`config.mk`:
```
export PLATFORM = sky130hd
export DESIGN_NAME = vga_planar_memory_datapath
export DESIGN_NICKNAME = d
export VERILOG_FILES = /design/src/verilog/gfx_datapath_pkg.sv /design/src/verilog/shift_link_if.sv /design/src/verilog/display_shift_loader.sv /design/src/verilog/vga_planar_memory_datapath.sv
export SDC_FILE = /design/constraint.sdc
export NUM_CORES = 1
export LEC_CHECK = 0
export ABC_CLOCK_PERIOD_IN_PS = 6680
export BUFFER_PORTS_ARGS = -buffer_cell sky130_fd_sc_hd__buf_2
export CAP_MARGIN = 20
export CORE_UTILIZATION = 31
export CTS_CLUSTER_SIZE = 10
export DETAILED_ROUTE_END_ITERATION = 8
export PLACE_DENSITY = 0.47
export SLEW_MARGIN = 20
export SYNTH_ARGS = -nofsm -noshare
export SYNTH_HDL_FRONTEND = slang
export SYNTH_HIERARCHICAL = 1
export SYNTH_SLANG_ARGS = --single-unit
```
`constraint.sdc`:
```
create_clock -name clk_i -period 6.68 [get_ports clk_i]
set_clock_uncertainty 0.1 [all_clocks]
set_input_delay 1.336 -clock clk_i [delete_from_list [all_inputs] [get_ports clk_i]]
set_output_delay 1.336 -clock clk_i [all_outputs]
set_load 0.01 [all_outputs]
```
`src/verilog/gfx_datapath_pkg.sv`:
```
// Constants shared by the planar memory datapath modules
package gfx_datapath_pkg;
  // Register indices behind the index/data port pair
  localparam logic [3:0] FILL_VALUE_INDEX = 4'h0;
  localparam logic [3:0] FILL_ENABLE_INDEX = 4'h1;
  localparam logic [3:0] COMPARE_COLOUR_INDEX = 4'h2;
  localparam logic [3:0] ROTATE_ROP_INDEX = 4'h3;
  localparam logic [3:0] PLANE_SELECT_INDEX = 4'h4;
  localparam logic [3:0] MODE_INDEX = 4'h5;
  localparam logic [3:0] MEMORY_MAP_INDEX = 4'h6;
  localparam logic [3:0] DONT_CARE_INDEX = 4'h7;
  localparam logic [3:0] MASK_INDEX = 4'h8;
  // Writable bits per register; reserved bits read zero
  localparam logic [7:0] NIBBLE_BITS = 8'h0F;
  localparam logic [7:0] ROTATE_ROP_BITS = 8'h1F;
  localparam logic [7:0] PLANE_SELECT_BITS = 8'h03;
  localparam logic [7:0] MODE_BITS = 8'h7B;
  localparam logic [7:0] REG_RESET = 8'h00;
  // Field positions
  localparam int ROP_LSB = 3;
  localparam int READ_COMPARE_POS = 3;
  localparam int ODD_EVEN_POS = 4;
  localparam int INTERLEAVE_POS = 5;
  localparam int COLOUR256_POS = 6;
  localparam int TEXT_GRAPHICS_POS = 0;
  localparam int CHAIN_POS = 1;
  localparam int MAP_LSB = 2;
  // Write modes and raster operations
  localparam logic [1:0] WMODE_ROTATED = 2'h0;
  localparam logic [1:0] WMODE_LATCH = 2'h1;
  localparam logic [1:0] WMODE_COLOUR = 2'h2;
  localparam logic [1:0] WMODE_FILL = 2'h3;
  localparam logic [1:0] ROP_PASS = 2'h0;
  localparam logic [1:0] ROP_AND = 2'h1;
  localparam logic [1:0] ROP_OR = 2'h2;
  localparam logic [1:0] ROP_XOR = 2'h3;
  // CPU memory windows (20-bit byte addresses)
  localparam logic [19:0] WIN_A0000 = 20'hA0000;
  localparam logic [19:0] WIN_B0000 = 20'hB0000;
  localparam logic [19:0] WIN_B8000 = 20'hB8000;
  localparam logic [19:0] WIN_END_128K = 20'hBFFFF;
  localparam logic [19:0] WIN_END_64K = 20'hAFFFF;
  localparam logic [19:0] WIN_END_B0_32K = 20'hB7FFF;
  localparam logic [19:0] WIN_END_B8_32K = 20'hBFFFF;
  // Plane enables for even and odd addresses in odd/even schemes
  localparam logic [3:0] EVEN_PLANES = 4'h5;
  localparam logic [3:0] ODD_PLANES = 4'hA;
  localparam logic [3:0] ALL_PLANES = 4'hF;
endpackage

```
`src/verilog/shift_link_if.sv`:
```
// Link between the datapath core and the display shift loader
`timescale 1ns/1ps
interface shift_link_if;
  logic load;
  logic shift;
  logic [31:0] planes;
  logic interleave;
  logic colour256;
  logic [3:0] pixel;
  modport core (output load, output shift, output planes, output interleave,
    output colour256, input pixel);
  modport loader (input load, input shift, input planes, input interleave,
    input colour256, output pixel);
endinterface

```
`src/verilog/display_shift_loader.sv`:
```
// Display shift registers with normal, interleaved and 256-colour loading
`timescale 1ns/1ps
module display_shift_loader (
  input wire logic clk_i,          // System clock
  input wire logic reset_i,        // Async reset, active high
  shift_link_if.loader link        // Load, shift and pixel link
);
  logic [7:0] plane_sr_reg [4];
  logic [3:0] pixel_reg;
  logic [3:0] pixel_next;

  always_comb begin
    if (link.colour256) begin
      // One 4-bit half of the plane 0 byte per shift, upper half first
      pixel_next = plane_sr_reg[0][7:4];
    end else if (link.interleave) begin
      // Odd bits onto even planes, even bits onto odd planes
      pixel_next = {plane_sr_reg[3][6], plane_sr_reg[2][7],
        plane_sr_reg[1][6], plane_sr_reg[0][7]};
    end else begin
      pixel_next = {plane_sr_reg[3][7], plane_sr_reg[2][7],
        plane_sr_reg[1][7], plane_sr_reg[0][7]};
    end
  end

  genvar p;
  generate
    for (p = 0; p < 4; p++) begin : g_plane
      always_ff @(posedge clk_i or posedge reset_i) begin
        if (reset_i) begin
          plane_sr_reg[p] <= 8'h00;
        end else if (link.load) begin
          plane_sr_reg[p] <= link.planes[8*p +: 8];
        end else if (link.shift) begin
          if (link.colour256) begin
            plane_sr_reg[p] <= {plane_sr_reg[p][3:0], 4'h0};
          end else if (link.interleave) begin
            plane_sr_reg[p] <= {plane_sr_reg[p][5:0], 2'h0};
          end else begin
            plane_sr_reg[p] <= {plane_sr_reg[p][6:0], 1'h0};
          end
        end
      end
    end
  endgenerate

  always_ff @(posedge clk_i or posedge reset_i) begin
    if (reset_i) begin
      pixel_reg <= 4'h0;
    end else if (link.shift) begin
      pixel_reg <= pixel_next;
    end
  end

  assign link.pixel = pixel_reg;
endmodule

```
`src/verilog/vga_planar_memory_datapath.sv`:
```
// Planar video memory datapath: register file, read and write paths
`timescale 1ns/1ps
// Behaviour
// - Read mode 0 returns the selected plane
// - Odd/even ignores low bit of plane select
// - Plane select unused in compare reads
// - Mode 0: rotated data or fill value
// - Mode 1: latches written, all else ignored
// - Mode 2: data bit n fills plane n
// - Mode 3: fill value, rotated data masks
// - Compare bit selects compare or plane read
// - Odd/even: even addresses planes 0,2
// - Interleaved shift splits even/odd bits
// - 256-colour shift overrides interleaved shift
// - Graphics addressing disables character latches
// - Chain replaces A0, A0 picks plane pair
// - Map field sets CPU decode window
// - Cleared don't-care bit excludes plane from compare
// - Cleared mask bit keeps latch bit
// - Every memory read inside the decode window loads the latches
// - Reserved register bits read zero
// - Rotate count right-rotates write data
// - Raster op combines with latches
// - Fill enable picks fill value per plane
// - Compare yields per-pixel colour match
module vga_planar_memory_datapath
  import gfx_datapath_pkg::*;
(
  input wire logic clk_i,             // System clock, 200 MHz
  input wire logic reset_i,           // Async reset, active high
  input wire logic io_wr_i,           // I/O write strobe
  input wire logic io_rd_i,           // I/O read strobe
  input wire logic io_data_port_i,    // 0 index port, 1 data port
  input wire logic [7:0] io_wdata_i,  // I/O write data
  output logic [7:0] io_rdata_o,      // I/O read data, registered
  input wire logic mem_rd_i,          // CPU memory read strobe
  input wire logic mem_wr_i,          // CPU memory write strobe
  input wire logic [19:0] mem_addr_i, // CPU memory byte address
  input wire logic [7:0] mem_wdata_i, // CPU memory write data
  output logic mem_hit_o,             // Address inside decode window
  output logic [7:0] mem_rdata_o,     // CPU memory read data
  output logic mem_rvalid_o,          // Read data valid pulse
  output logic [15:0] plane_addr_o,   // Plane memory address
  output logic [3:0] plane_we_o,      // Per-plane write enable pulse
  output logic plane_rd_o,            // Plane read pulse
  output logic [31:0] plane_wdata_o,  // Write data, plane n at [8n+7:8n]
  input wire logic [31:0] plane_rdata_i, // Read data, same layout
  input wire logic disp_load_i,       // Load display shift registers
  input wire logic disp_shift_i,      // Advance display shift registers
  input wire logic [31:0] disp_data_i, // Display fetch, four planes
  output logic [3:0] disp_pixel_o,    // Serial pixel stream
  output logic char_latch_en_o        // Character generator latch enable
);
  // ----------------------------------------------------------------
  // Register file
  // ----------------------------------------------------------------
  logic [3:0] index_reg;
  logic [3:0] fill_value_reg;
  logic [3:0] fill_enable_reg;
  logic [3:0] compare_colour_reg;
  logic [4:0] rotate_rop_reg;
  logic [1:0] read_plane_field;
  logic [6:0] mode_reg;
  logic [3:0] memory_map_reg;
  logic [3:0] dont_care_reg;
  logic [7:0] write_bit_mask;
  logic [7:0] reg_read;
  logic data_wr;

  assign data_wr = io_wr_i && io_data_port_i;

  always_ff @(posedge clk_i or posedge reset_i) begin
    if (reset_i) begin
      index_reg <= 4'h0;
    end else if (io_wr_i && !io_data_port_i) begin
      index_reg <= io_wdata_i[3:0];
    end
  end

  always_ff @(posedge clk_i or posedge reset_i) begin
    if (reset_i) begin
      fill_value_reg <= REG_RESET[3:0];
      fill_enable_reg <= REG_RESET[3:0];
      compare_colour_reg <= REG_RESET[3:0];
      rotate_rop_reg <= REG_RESET[4:0];
      read_plane_field <= REG_RESET[1:0];
      mode_reg <= REG_RESET[6:0];
      memory_map_reg <= REG_RESET[3:0];
      dont_care_reg <= REG_RESET[3:0];
      write_bit_mask <= REG_RESET;
    end else if (data_wr) begin
      unique case (index_reg)
        FILL_VALUE_INDEX: fill_value_reg <= io_wdata_i[3:0];
        FILL_ENABLE_INDEX: fill_enable_reg <= io_wdata_i[3:0];
        COMPARE_COLOUR_INDEX: compare_colour_reg <= io_wdata_i[3:0];
        ROTATE_ROP_INDEX: rotate_rop_reg <= io_wdata_i[4:0];
        PLANE_SELECT_INDEX: read_plane_field <= io_wdata_i[1:0];
        MODE_INDEX: mode_reg <= io_wdata_i[6:0] & MODE_BITS[6:0];
        MEMORY_MAP_INDEX: memory_map_reg <= io_wdata_i[3:0];
        DONT_CARE_INDEX: dont_care_reg <= io_wdata_i[3:0];
        MASK_INDEX: write_bit_mask <= io_wdata_i;
        default: ;
      endcase
    end
  end

  always_comb begin
    unique case (index_reg)
      FILL_VALUE_INDEX: reg_read = {4'h0, fill_value_reg};
      FILL_ENABLE_INDEX: reg_read = {4'h0, fill_enable_reg};
      COMPARE_COLOUR_INDEX: reg_read = {4'h0, compare_colour_reg};
      ROTATE_ROP_INDEX: reg_read = {3'h0, rotate_rop_reg};
      PLANE_SELECT_INDEX: reg_read = {6'h00, read_plane_field};
      MODE_INDEX: reg_read = {1'h0, mode_reg} & MODE_BITS;
      MEMORY_MAP_INDEX: reg_read = {4'h0, memory_map_reg};
      DONT_CARE_INDEX: reg_read = {4'h0, dont_care_reg};
      MASK_INDEX: reg_read = write_bit_mask;
      default: reg_read = 8'h00;
    endcase
  end

  always_ff @(posedge clk_i or posedge reset_i) begin
    if (reset_i) begin
      io_rdata_o <= 8'h00;
    end else if (io_rd_i) begin
      io_rdata_o <= io_data_port_i ? reg_read : {4'h0, index_reg};
    end
  end

  // ----------------------------------------------------------------
  // Mode fields
  // ----------------------------------------------------------------
  logic [1:0] write_mode_field;
  logic read_compare_bit;
  logic odd_even_bit;
  logic chain_odd_even_bit;
  logic text_graphics_addressing_bit;
  logic [1:0] map_field;
  logic [2:0] rotate_count;
  logic [1:0] raster_op_field;

  assign write_mode_field = mode_reg[1:0];
  assign read_compare_bit = mode_reg[READ_COMPARE_POS];
  assign odd_even_bit = mode_reg[ODD_EVEN_POS];
  assign chain_odd_even_bit = memory_map_reg[CHAIN_POS];
  assign text_graphics_addressing_bit = memory_map_reg[TEXT_GRAPHICS_POS];
  assign map_field = memory_map_reg[MAP_LSB +: 2];
  assign rotate_count = rotate_rop_reg[2:0];
  assign raster_op_field = rotate_rop_reg[ROP_LSB +: 2];
  // Latch addresses are only meaningful in text display addressing
  assign char_latch_en_o = !text_graphics_addressing_bit;

  // ----------------------------------------------------------------
  // CPU window decode and plane addressing
  // ----------------------------------------------------------------
  logic [19:0] win_base;
  logic [19:0] win_end;
  logic [19:0] win_offset;
  logic [15:0] addr_next;
  logic [3:0] planes_next;
  logic pair_select;

  always_comb begin
    unique case (map_field)
      2'h0: begin
        win_base = WIN_A0000;
        win_end = WIN_END_128K;
      end
      2'h1: begin
        win_base = WIN_A0000;
        win_end = WIN_END_64K;
      end
      2'h2: begin
        win_base = WIN_B0000;
        win_end = WIN_END_B0_32K;
      end
      2'h3: begin
        win_base = WIN_B8000;
        win_end = WIN_END_B8_32K;
      end
    endcase
  end

  assign mem_hit_o = (mem_addr_i >= win_base) && (mem_addr_i <= win_end);
  assign win_offset = mem_addr_i - win_base;
  assign pair_select = win_offset[0];

  always_comb begin
    if (chain_odd_even_bit) begin
      // A0 steers the plane pair, so a higher bit takes its place
      addr_next = {win_offset[15:1], win_offset[16]};
    end else begin
      addr_next = win_offset[15:0];
    end
    if (chain_odd_even_bit || odd_even_bit) begin
      planes_next = pair_select ? ODD_PLANES : EVEN_PLANES;
    end else begin
      planes_next = ALL_PLANES;
    end
  end

  // ----------------------------------------------------------------
  // Write path
  // ----------------------------------------------------------------
  logic [7:0] rotated;
  logic [7:0] eff_mask;
  logic [31:0] write_next;
  logic [31:0] latch_reg;

  // Doubling the byte makes a right rotate a plain slice
  assign rotated = 8'({mem_wdata_i, mem_wdata_i} >> rotate_count);
  assign eff_mask = (write_mode_field == WMODE_FILL) ?
    (rotated & write_bit_mask) : write_bit_mask;

  genvar p;
  generate
    for (p = 0; p < 4; p++) begin : g_plane
      logic [7:0] src;
      logic [7:0] rop;
      logic [7:0] latch_b;
      assign latch_b = latch_reg[8*p +: 8];
      always_comb begin
        unique case (write_mode_field)
          WMODE_ROTATED: src = fill_enable_reg[p] ?
            {8{fill_value_reg[p]}} : rotated;
          WMODE_COLOUR: src = {8{mem_wdata_i[p]}};
          WMODE_FILL: src = {8{fill_value_reg[p]}};
          default: src = latch_b;
        endcase
        unique case (raster_op_field)
          ROP_PASS: rop = src;
          ROP_AND: rop = src & latch_b;
          ROP_OR: rop = src | latch_b;
          ROP_XOR: rop = src ^ latch_b;
        endcase
        if (write_mode_field == WMODE_LATCH) begin
          write_next[8*p +: 8] = latch_b;
        end else begin
          write_next[8*p +: 8] = (rop & eff_mask) | (latch_b & ~eff_mask);
        end
      end
    end
  endgenerate

  // ----------------------------------------------------------------
  // Memory request stage
  // ----------------------------------------------------------------
  logic read_pend_reg;
  logic [3:0] read_pair_reg;

  always_ff @(posedge clk_i or posedge reset_i) begin
    if (reset_i) begin
      plane_addr_o <= 16'h0000;
      plane_we_o <= 4'h0;
      plane_rd_o <= 1'b0;
      plane_wdata_o <= 32'h0000_0000;
      read_pend_reg <= 1'b0;
      read_pair_reg <= 4'h0;
    end else begin
      plane_we_o <= (mem_wr_i && mem_hit_o) ? planes_next : 4'h0;
      plane_rd_o <= mem_rd_i && mem_hit_o;
      read_pend_reg <= mem_rd_i && mem_hit_o;
      if (mem_hit_o && (mem_rd_i || mem_wr_i)) begin
        plane_addr_o <= addr_next;
        read_pair_reg <= planes_next;
      end
      if (mem_wr_i && mem_hit_o) begin
        plane_wdata_o <= write_next;
      end
    end
  end

  // ----------------------------------------------------------------
  // Read path and processor latches
  // ----------------------------------------------------------------
  logic [1:0] read_plane;
  logic [7:0] compare_result;
  logic [7:0] read_next;

  // Odd/even: the address picks the plane within the selected pair
  assign read_plane = (odd_even_bit || chain_odd_even_bit) ?
    {read_plane_field[1], read_pair_reg[1]} : read_plane_field;

  generate
    for (p = 0; p < 8; p++) begin : g_pixel
      logic [3:0] colour;
      assign colour = {plane_rdata_i[24 + p], plane_rdata_i[16 + p],
        plane_rdata_i[8 + p], plane_rdata_i[p]};
      assign compare_result[p] =
        &(~dont_care_reg | ~(colour ^ compare_colour_reg));
    end
  endgenerate

  assign read_next = read_compare_bit ? compare_result :
    plane_rdata_i[8*read_plane +: 8];

  always_ff @(posedge clk_i or posedge reset_i) begin
    if (reset_i) begin
      latch_reg <= 32'h0000_0000;
    end else if (read_pend_reg) begin
      latch_reg <= plane_rdata_i;
    end
  end

  always_ff @(posedge clk_i or posedge reset_i) begin
    if (reset_i) begin
      mem_rdata_o <= 8'h00;
      mem_rvalid_o <= 1'b0;
    end else begin
      mem_rvalid_o <= read_pend_reg;
      if (read_pend_reg) begin
        mem_rdata_o <= read_next;
      end
    end
  end

  // ----------------------------------------------------------------
  // Display shift loading
  // ----------------------------------------------------------------
  shift_link_if link ();

  assign link.load = disp_load_i;
  assign link.shift = disp_shift_i;
  assign link.planes = disp_data_i;
  assign link.interleave = mode_reg[INTERLEAVE_POS];
  assign link.colour256 = mode_reg[COLOUR256_POS];
  assign disp_pixel_o = link.pixel;

  display_shift_loader u_shift (
    .clk_i(clk_i),
    .reset_i(reset_i),
    .link(link)
  );
endmodule
```
==> results of run 1 <==
[critical path: stages]
cell and delay [ns]:
buf_2 0.12, ha_1 0.30, nand4_1 0.08, nor4_1 0.38
a21oi_1 0.20, nor2_1 0.13, buf_2 0.15
[metrics by stage]
stage	worst slack, ns	utilization (%)	hold slack (ns)	cell area, µm²	total power [W]
6_report	2.548	36.37	0.4051	14120	0.006800
5_1_grt	2.380	36.37	0.4261	14120	0.007290
4_1_cts	2.546	36.35	0.4082	14110	0.006803
3_5_place_dp	2.348	34.76	0.3885	13500	0.005686
3_3_place_gp	2.398	34.76	0.3926	13500	0.005603
2_1_floorplan	1.321	-	0.3330	12260	0.004486
[synth_stat cells (all sizes together), types with 6 or more instances]
master	instances	area [µm²]
a211o	19	166.4
ha	36	450.4
o22ai	26	225.2
a31oi	77	569.3
and3	11	68.82
o21a	18	135.1
dfrtp	182	4554
a21oi	71	355.3
mux2i	28	280.3
nand2b	6	37.54
a21o	24	180.2
inv	33	123.9
nor2b	16	100.1
mux2	147	1689
buf	37	212.7
nand2	83	311.6
o221ai	9	78.83
nor2	86	322.8
nand3	11	55.05
xor2	32	280.3
a22o	11	96.34
clkbuf	67	251.5
mux4	19	427.9
o21ai	69	345.3
nand3b	12	90.09
a221oi	23	201.4
nor3	13	76.33
o211ai	11	82.58
[final timing paths]
kind	cells past startpoint	slack, ns	end
max in group asynchronous	3	4.11	latch_reg[26]$_DFFE_PP0P_
min in group asynchronous	2	0.91	plane_addr_o[3]$_DFFE_PP0P_
setup / recovery	7	2.55	mem_hit_o
hold / removal	1	0.41	plane_addr_o[10]$_DFFE_PP0P_
setup reg to reg	11	2.95	plane_wdata_o[30]$_DFFE_PP0P_
hold reg to reg	1	0.41	plane_addr_o[10]$_DFFE_PP0P_
[layout by cell type, fill, tap and decap left out, drive strengths merged, types with 12 or more instances in the layout]
cell	n
mux2	147
mux4	19
o22ai	26
nor2	86
a31oi	77
mux2i	28
a221oi	23
nor2b	16
o21ai	69
a211o	19
a21o	24
inv	40
buf	201
dfrtp	182
xor2	32
ha	36
nand3b	12
a21oi	71
clkbuf	17
nor3	13
o21a	18
nand2	83
[routing by layer]
metal,part of all wire (%),vias up,routed length [µm],GRT usage [%]
met5,0,-,0,0
met4,2.3,0,986,6.679
met3,4.7,52,2034,3.539
met2,45,320,19260,32.59
met1,48,5270,20940,31.24
li1,-,4892,-,-
[area by class of cell]
| type | instances | area [µm²] |
|---|---|---|
| well taps | 518 | 648.1 |
| inverters | 34 | 132.6 |
| multi-input cells | 919 | 7113 |
| diodes | 3 | 7.507 |
| repair buffers | 201 | 1049 |
| clock buffers | 17 | 425.4 |
| clock inverters | 15 | 188.9 |
| fillers | 3941 | 24710 |
| flip-flops and latches | 182 | 4556 |
[kinds of logic after synthesis]
family	Yosys count	share of synthesized area [%]
mux	194	19.56
fa+ha+maj	36	3.675
compound gates	390	22.09
simple gates	266	10.33
xor+xnor	33	2.358
buf+inv	138	4.828
flops	182	37.16
[power groups by stage]
stage	combinational [W]	sequential [W]	clock, W
after floorplan	0.00260	0.00189	0
after detailed placement	0.00348	0.00220	0
final	0.00351	0.00219	0.00110
after global placement	0.00341	0.00219	0
after CTS	0.00350	0.00218	0.00112
after global routing	0.00387	0.00226	0.00116
==> results.cfg, run 1 <==
[critical_path]
path_class = in2out
endpoint_kind = primary output
required_ns = 5.24
reg2reg_from = mode_reg[1]$_DFFE_PP0P_
crit_path_start = mem_addr_i[16]
startpoint_type = input port
crit_fanout = 2
arrival_ns = 2.70

[pwr]
clkPwrFrac_pct = 16.1
leakage_nw = 6.101
swShare_pct = 46.22
power_frac_seq_pct = 32.3
combPwrFrac_pct = 51.6
cellPowerDensity_nw_per_um2 = 481.6
internal_power_w = 0.003657
vdd_ir_drop_max_v = 0.0001459
p_switching_w = 0.003143

[logic_synthesis]
synth_cell_types = 63
synth_edf_count = 0
synth_async_sr_flop_share_pct = 100.0
syn_inst = 1239
synth_area_per_cell_um2 = 9.892
synth_seq_cells = 182
ys_seq_area_share_pct = 37.16
yosys_warnings = 6
synth_fp_nets = 1384
synth_flop_cell = dfrtp_1
syn_area_um2 = 12260

[global_routing]
grt_pass1_vias = 10450
gr-usage-all-layers_pct = 21.55
grt_max_degree = 78
grt_pass1_wl_um = 66850
antenna_found_initial = 3
grt_overflow = 0

[placement]
dp.final_hpwl_um = 30760
gp_congestion = 0.8461
port_buffers = 184
dp.cells = 1854

[route]
dr.pass1.iters = 6
finalWirelength_um = 43220
remaining_drc_errors = 0
ant_nets = 0
detail_route.wl_per_cell_um = 22.88
drtIter0Drc = 863
num_vias = 10530
vias_per_cell = 5.576

[sta]
setup_viol = 0
slew_viol_final = 0
finalSetupTns_ns = 0
period_needed_ns = 4.132
worst_pin_slew_ns = 1.009
finalCritPeriodShare_pct = 61.86
timing.fmax_mhz = 242.0
hold_violations = 0
rsz0062_at_grt = no
slew_headroom_pct = 32.51

[cts]
insertion_delay_ns = 0.47
cts_setup_buffers = 0
cts.repair.resized = 0
hold_buffers = 0
clock_path_buffers = 2
numCtsBuffers = 17
clock_sinks = 182
clk_pin_slew_worst_paths_ns = 0.07
cts_tree = built
cts_root_buf = clkbuf_16
cts.htree.levels = 4

[layout]
finalNetCount = 1500
instances_no_fill = 1889
syn2layout_area_growth_pct = 15.20
layout-drive-gt1-share_pct = 31.58

[run_status]
outcome = finished clean

[worst_hold_path]
min_from = plane_addr_o[10]$_DFFE_PP0P_
hp-class = reg2reg

[job]
maxCapViolCount = 0

[floorplanning]
start_util_pct = 31.57
fp.dieW_um = 200.8
pin_count = 185
rows = 72
dieArea_um2 = 40340
dieHeight_um = 200.8
core_area_um2 = 38830
Power figures use the tool's default switching activity.
==> inputs of run 2 (changes only) <==
ABC_AREA = 1   (was default)
ABC_CLOCK_PERIOD_IN_PS = 3630   (was 6680)
PLACE_DENSITY = 0.48   (was 0.47)
clock period = 3.63 ns   (was 6.68 ns; I/O delays follow)
==> run 2 against run 1 <==
- first-iteration DRC count grew 33%
- critical endpoint unchanged
- non-clock buffer count grew 3
- largest cell class unchanged
- sequential cell count is the same
==> results.cfg, run 2 <==
[floorplanning]
dieHeight_um = 201.9
core_area_um2 = 39010
rows = 72
dieArea_um2 = 40770
start_util_pct = 31.76
pin_count = 185
fp.dieW_um = 201.9

[logic_synthesis]
synth_flop_cell = dfrtp_1
ys_seq_area_share_pct = 36.76
synth_fp_nets = 2007
synth_most_common_cell = nand2_1
synth_top_cell_area_share_pct = 36.76
yosysTopAreaCell = dfrtp_1
synth_top_cells_by_count = nand2_1, nor2_1, o21ai_0
synth_area_per_cell_um2 = 6.653
synth_async_sr_flop_share_pct = 100.0
syn_area_um2 = 12390
synth_edf_count = 0
synth_cell_types = 43
yosys-top-cells-area = dfrtp_1, nand2_1, o21ai_0, nor2_1, inv_1
yosys_warnings = 6
syn_inst = 1862
synth_seq_cells = 182

[worst_hold_path]
hp-class = in2async

[critical_path]
endpoint_kind = primary output
startpoint_type = flip-flop
crit_fanout = 4
path_class = reg2out
arrival_ns = 2.09
required_ns = 2.80

[cts]
cts.htree.levels = 4
insertion_delay_ns = 0.46
clock_sinks = 182
cts_tree = built
numCtsBuffers = 17
clock_path_buffers = 2
clk_pin_slew_worst_paths_ns = 0.08
cts_root_buf = clkbuf_16
cts_setup_buffers = 0
hold_buffers = 0
cts.repair.resized = 0

[global_routing]
antenna_found_initial = 0
grt_pass1_vias = 12400
gr-usage-all-layers_pct = 22.60
grt_max_degree = 147
grt_pass1_wl_um = 71610
grt_overflow = 0

[layout]
finalNetCount = 2148
diodes = 0
syn2layout_area_growth_pct = 15.62
layout-drive-gt1-share_pct = 14.43
layout_common_cells = nand2_1, nor2_1, o21ai_0, buf_2, dfrtp_1
final_common_cell = nand2_1
fillers = 4269

[job]
maxCapViolCount = 0

[route]
remaining_drc_errors = 0
num_vias = 12950
ant_nets = 0
detail_route.wl_per_cell_um = 18.05
vias_per_cell = 5.109
dr.pass1.iters = 5
drtIter0Drc = 1147
finalWirelength_um = 45730

[pwr]
p_total_w = 0.01008
combPwrFrac_pct = 48.4
swShare_pct = 48.34
leakage_nw = 7.443
internal_power_w = 0.005207
power_frac_seq_pct = 32.0
cellPowerDensity_nw_per_um2 = 703.7
vdd_ir_drop_max_v = 0.0003829
clkPwrFrac_pct = 19.6
p_switching_w = 0.004872

[sta]
hold_violations = 0
worst_pin_slew_ns = 1.000
finalCritPeriodShare_pct = 80.25
slew_headroom_pct = 33.33
rsz0062_at_grt = no
slew_viol_final = 0
timing.fmax_mhz = 343.3
setup_viol = 0
finalSetupTns_ns = 0
period_needed_ns = 2.913

[run_status]
outcome = finished clean

[placement]
gp_congestion = 0.8782
dp.final_hpwl_um = 32880
port_buffers = 184
==> run 2: area by class of cell <==
class	count	area [µm²]	area share, %
flip-flops and latches	182	4554	31.80
clock inverters	14	162.7	1.136
well taps	518	648.1	4.525
clock buffers	18	439.2	3.066
repair buffers	204	1084	7.565
multi-input cells	1417	6753	47.14
inverters	181	683.2	4.769
==> run 2: routing by layer <==
layer / global-route usage (%) / part of all wire, %
met2: 34.00 / 43
met5: 0 / 0
met1: 33.04 / 49
met3: 3.241 / 6.1
met4: 7.332 / 2.1
==> run 2: worst max-delay path, cell delays in order (launching register included) <==
cell and delay [ns]:
dfrtp_1 0.42, inv_1 0.14, nor2_1 0.08, ha_1 0.28, nand4_1 0.09, nor2_1 0.10
nand2_1 0.06, o21ai_1 0.12, nand2_1 0.09, inv_2 0.10, buf_2 0.15
==> run 2: cells by family (layout without fill, tap and decap cells) <==
group,count (synthesis),count (layout),synth area share (%)
AND/OR/NAND/NOR,992,992,32.75
AO/OA/AOI/OAI,382,382,17.52
buffers and inverters,263,417,8.807
flip-flops,182,182,36.76
adder cells (fa/ha/maj),36,36,3.636
XOR/XNOR,6,6,0.4242
multiplexers,1,1,0.09089
==> run 2: per-stage QoR <==
step                      utilization (%)  std cells  hold slack [ns]  cell area [µm²]  setup WS, ns
after floorplan                         -       1862           0.3530            12390        0.9710
after global placement              35.16       2502           0.3613            13710        0.6313
after detailed placement            35.16       2502           0.3724            13710        0.5279
after CTS                           36.70       2534           0.3689            14320        0.7201
after global routing                36.72       2534           0.3798            14320        0.4752
final                               36.72       2534           0.3394            14320        0.7168
==> run 2: path summary, 6_finish.rpt <==
path                                                        endpoint                           from  cells after the start  slack [ns]
worst min register to register          plane_addr_o[10]$_DFFE_PP0P_   plane_addr_o[10]$_DFFE_PP0P_                      2        0.39
worst min-delay path            u_shift/plane_sr_reg[24]$_DFFE_PP0P_                        reset_i                      2        0.34
worst max-delay path                                       mem_hit_o  memory_map_reg[3]$_DFFE_PP0P_                     10        0.72
worst max register to register          plane_wdata_o[4]$_DFFE_PP0P_  memory_map_reg[3]$_DFFE_PP0P_                     14        0.77
min in group clk_i               u_shift/plane_sr_reg[9]$_DFFE_PP0P_                disp_data_i[17]                      3        0.39
max in group asynchronous                   index_reg[3]$_DFFE_PP0P_                        reset_i                      3        2.36
==> run 2: power groups by stage <==
stage / logic, W / registers, W / clock network (W)
after floorplan: 0.00341 / 0.00304 / 0
after global placement: 0.00473 / 0.00325 / 0
after detailed placement: 0.00481 / 0.00326 / 0
after CTS: 0.00484 / 0.00322 / 0.00202
after global routing: 0.00557 / 0.00332 / 0.00209
final: 0.00488 / 0.00323 / 0.00197
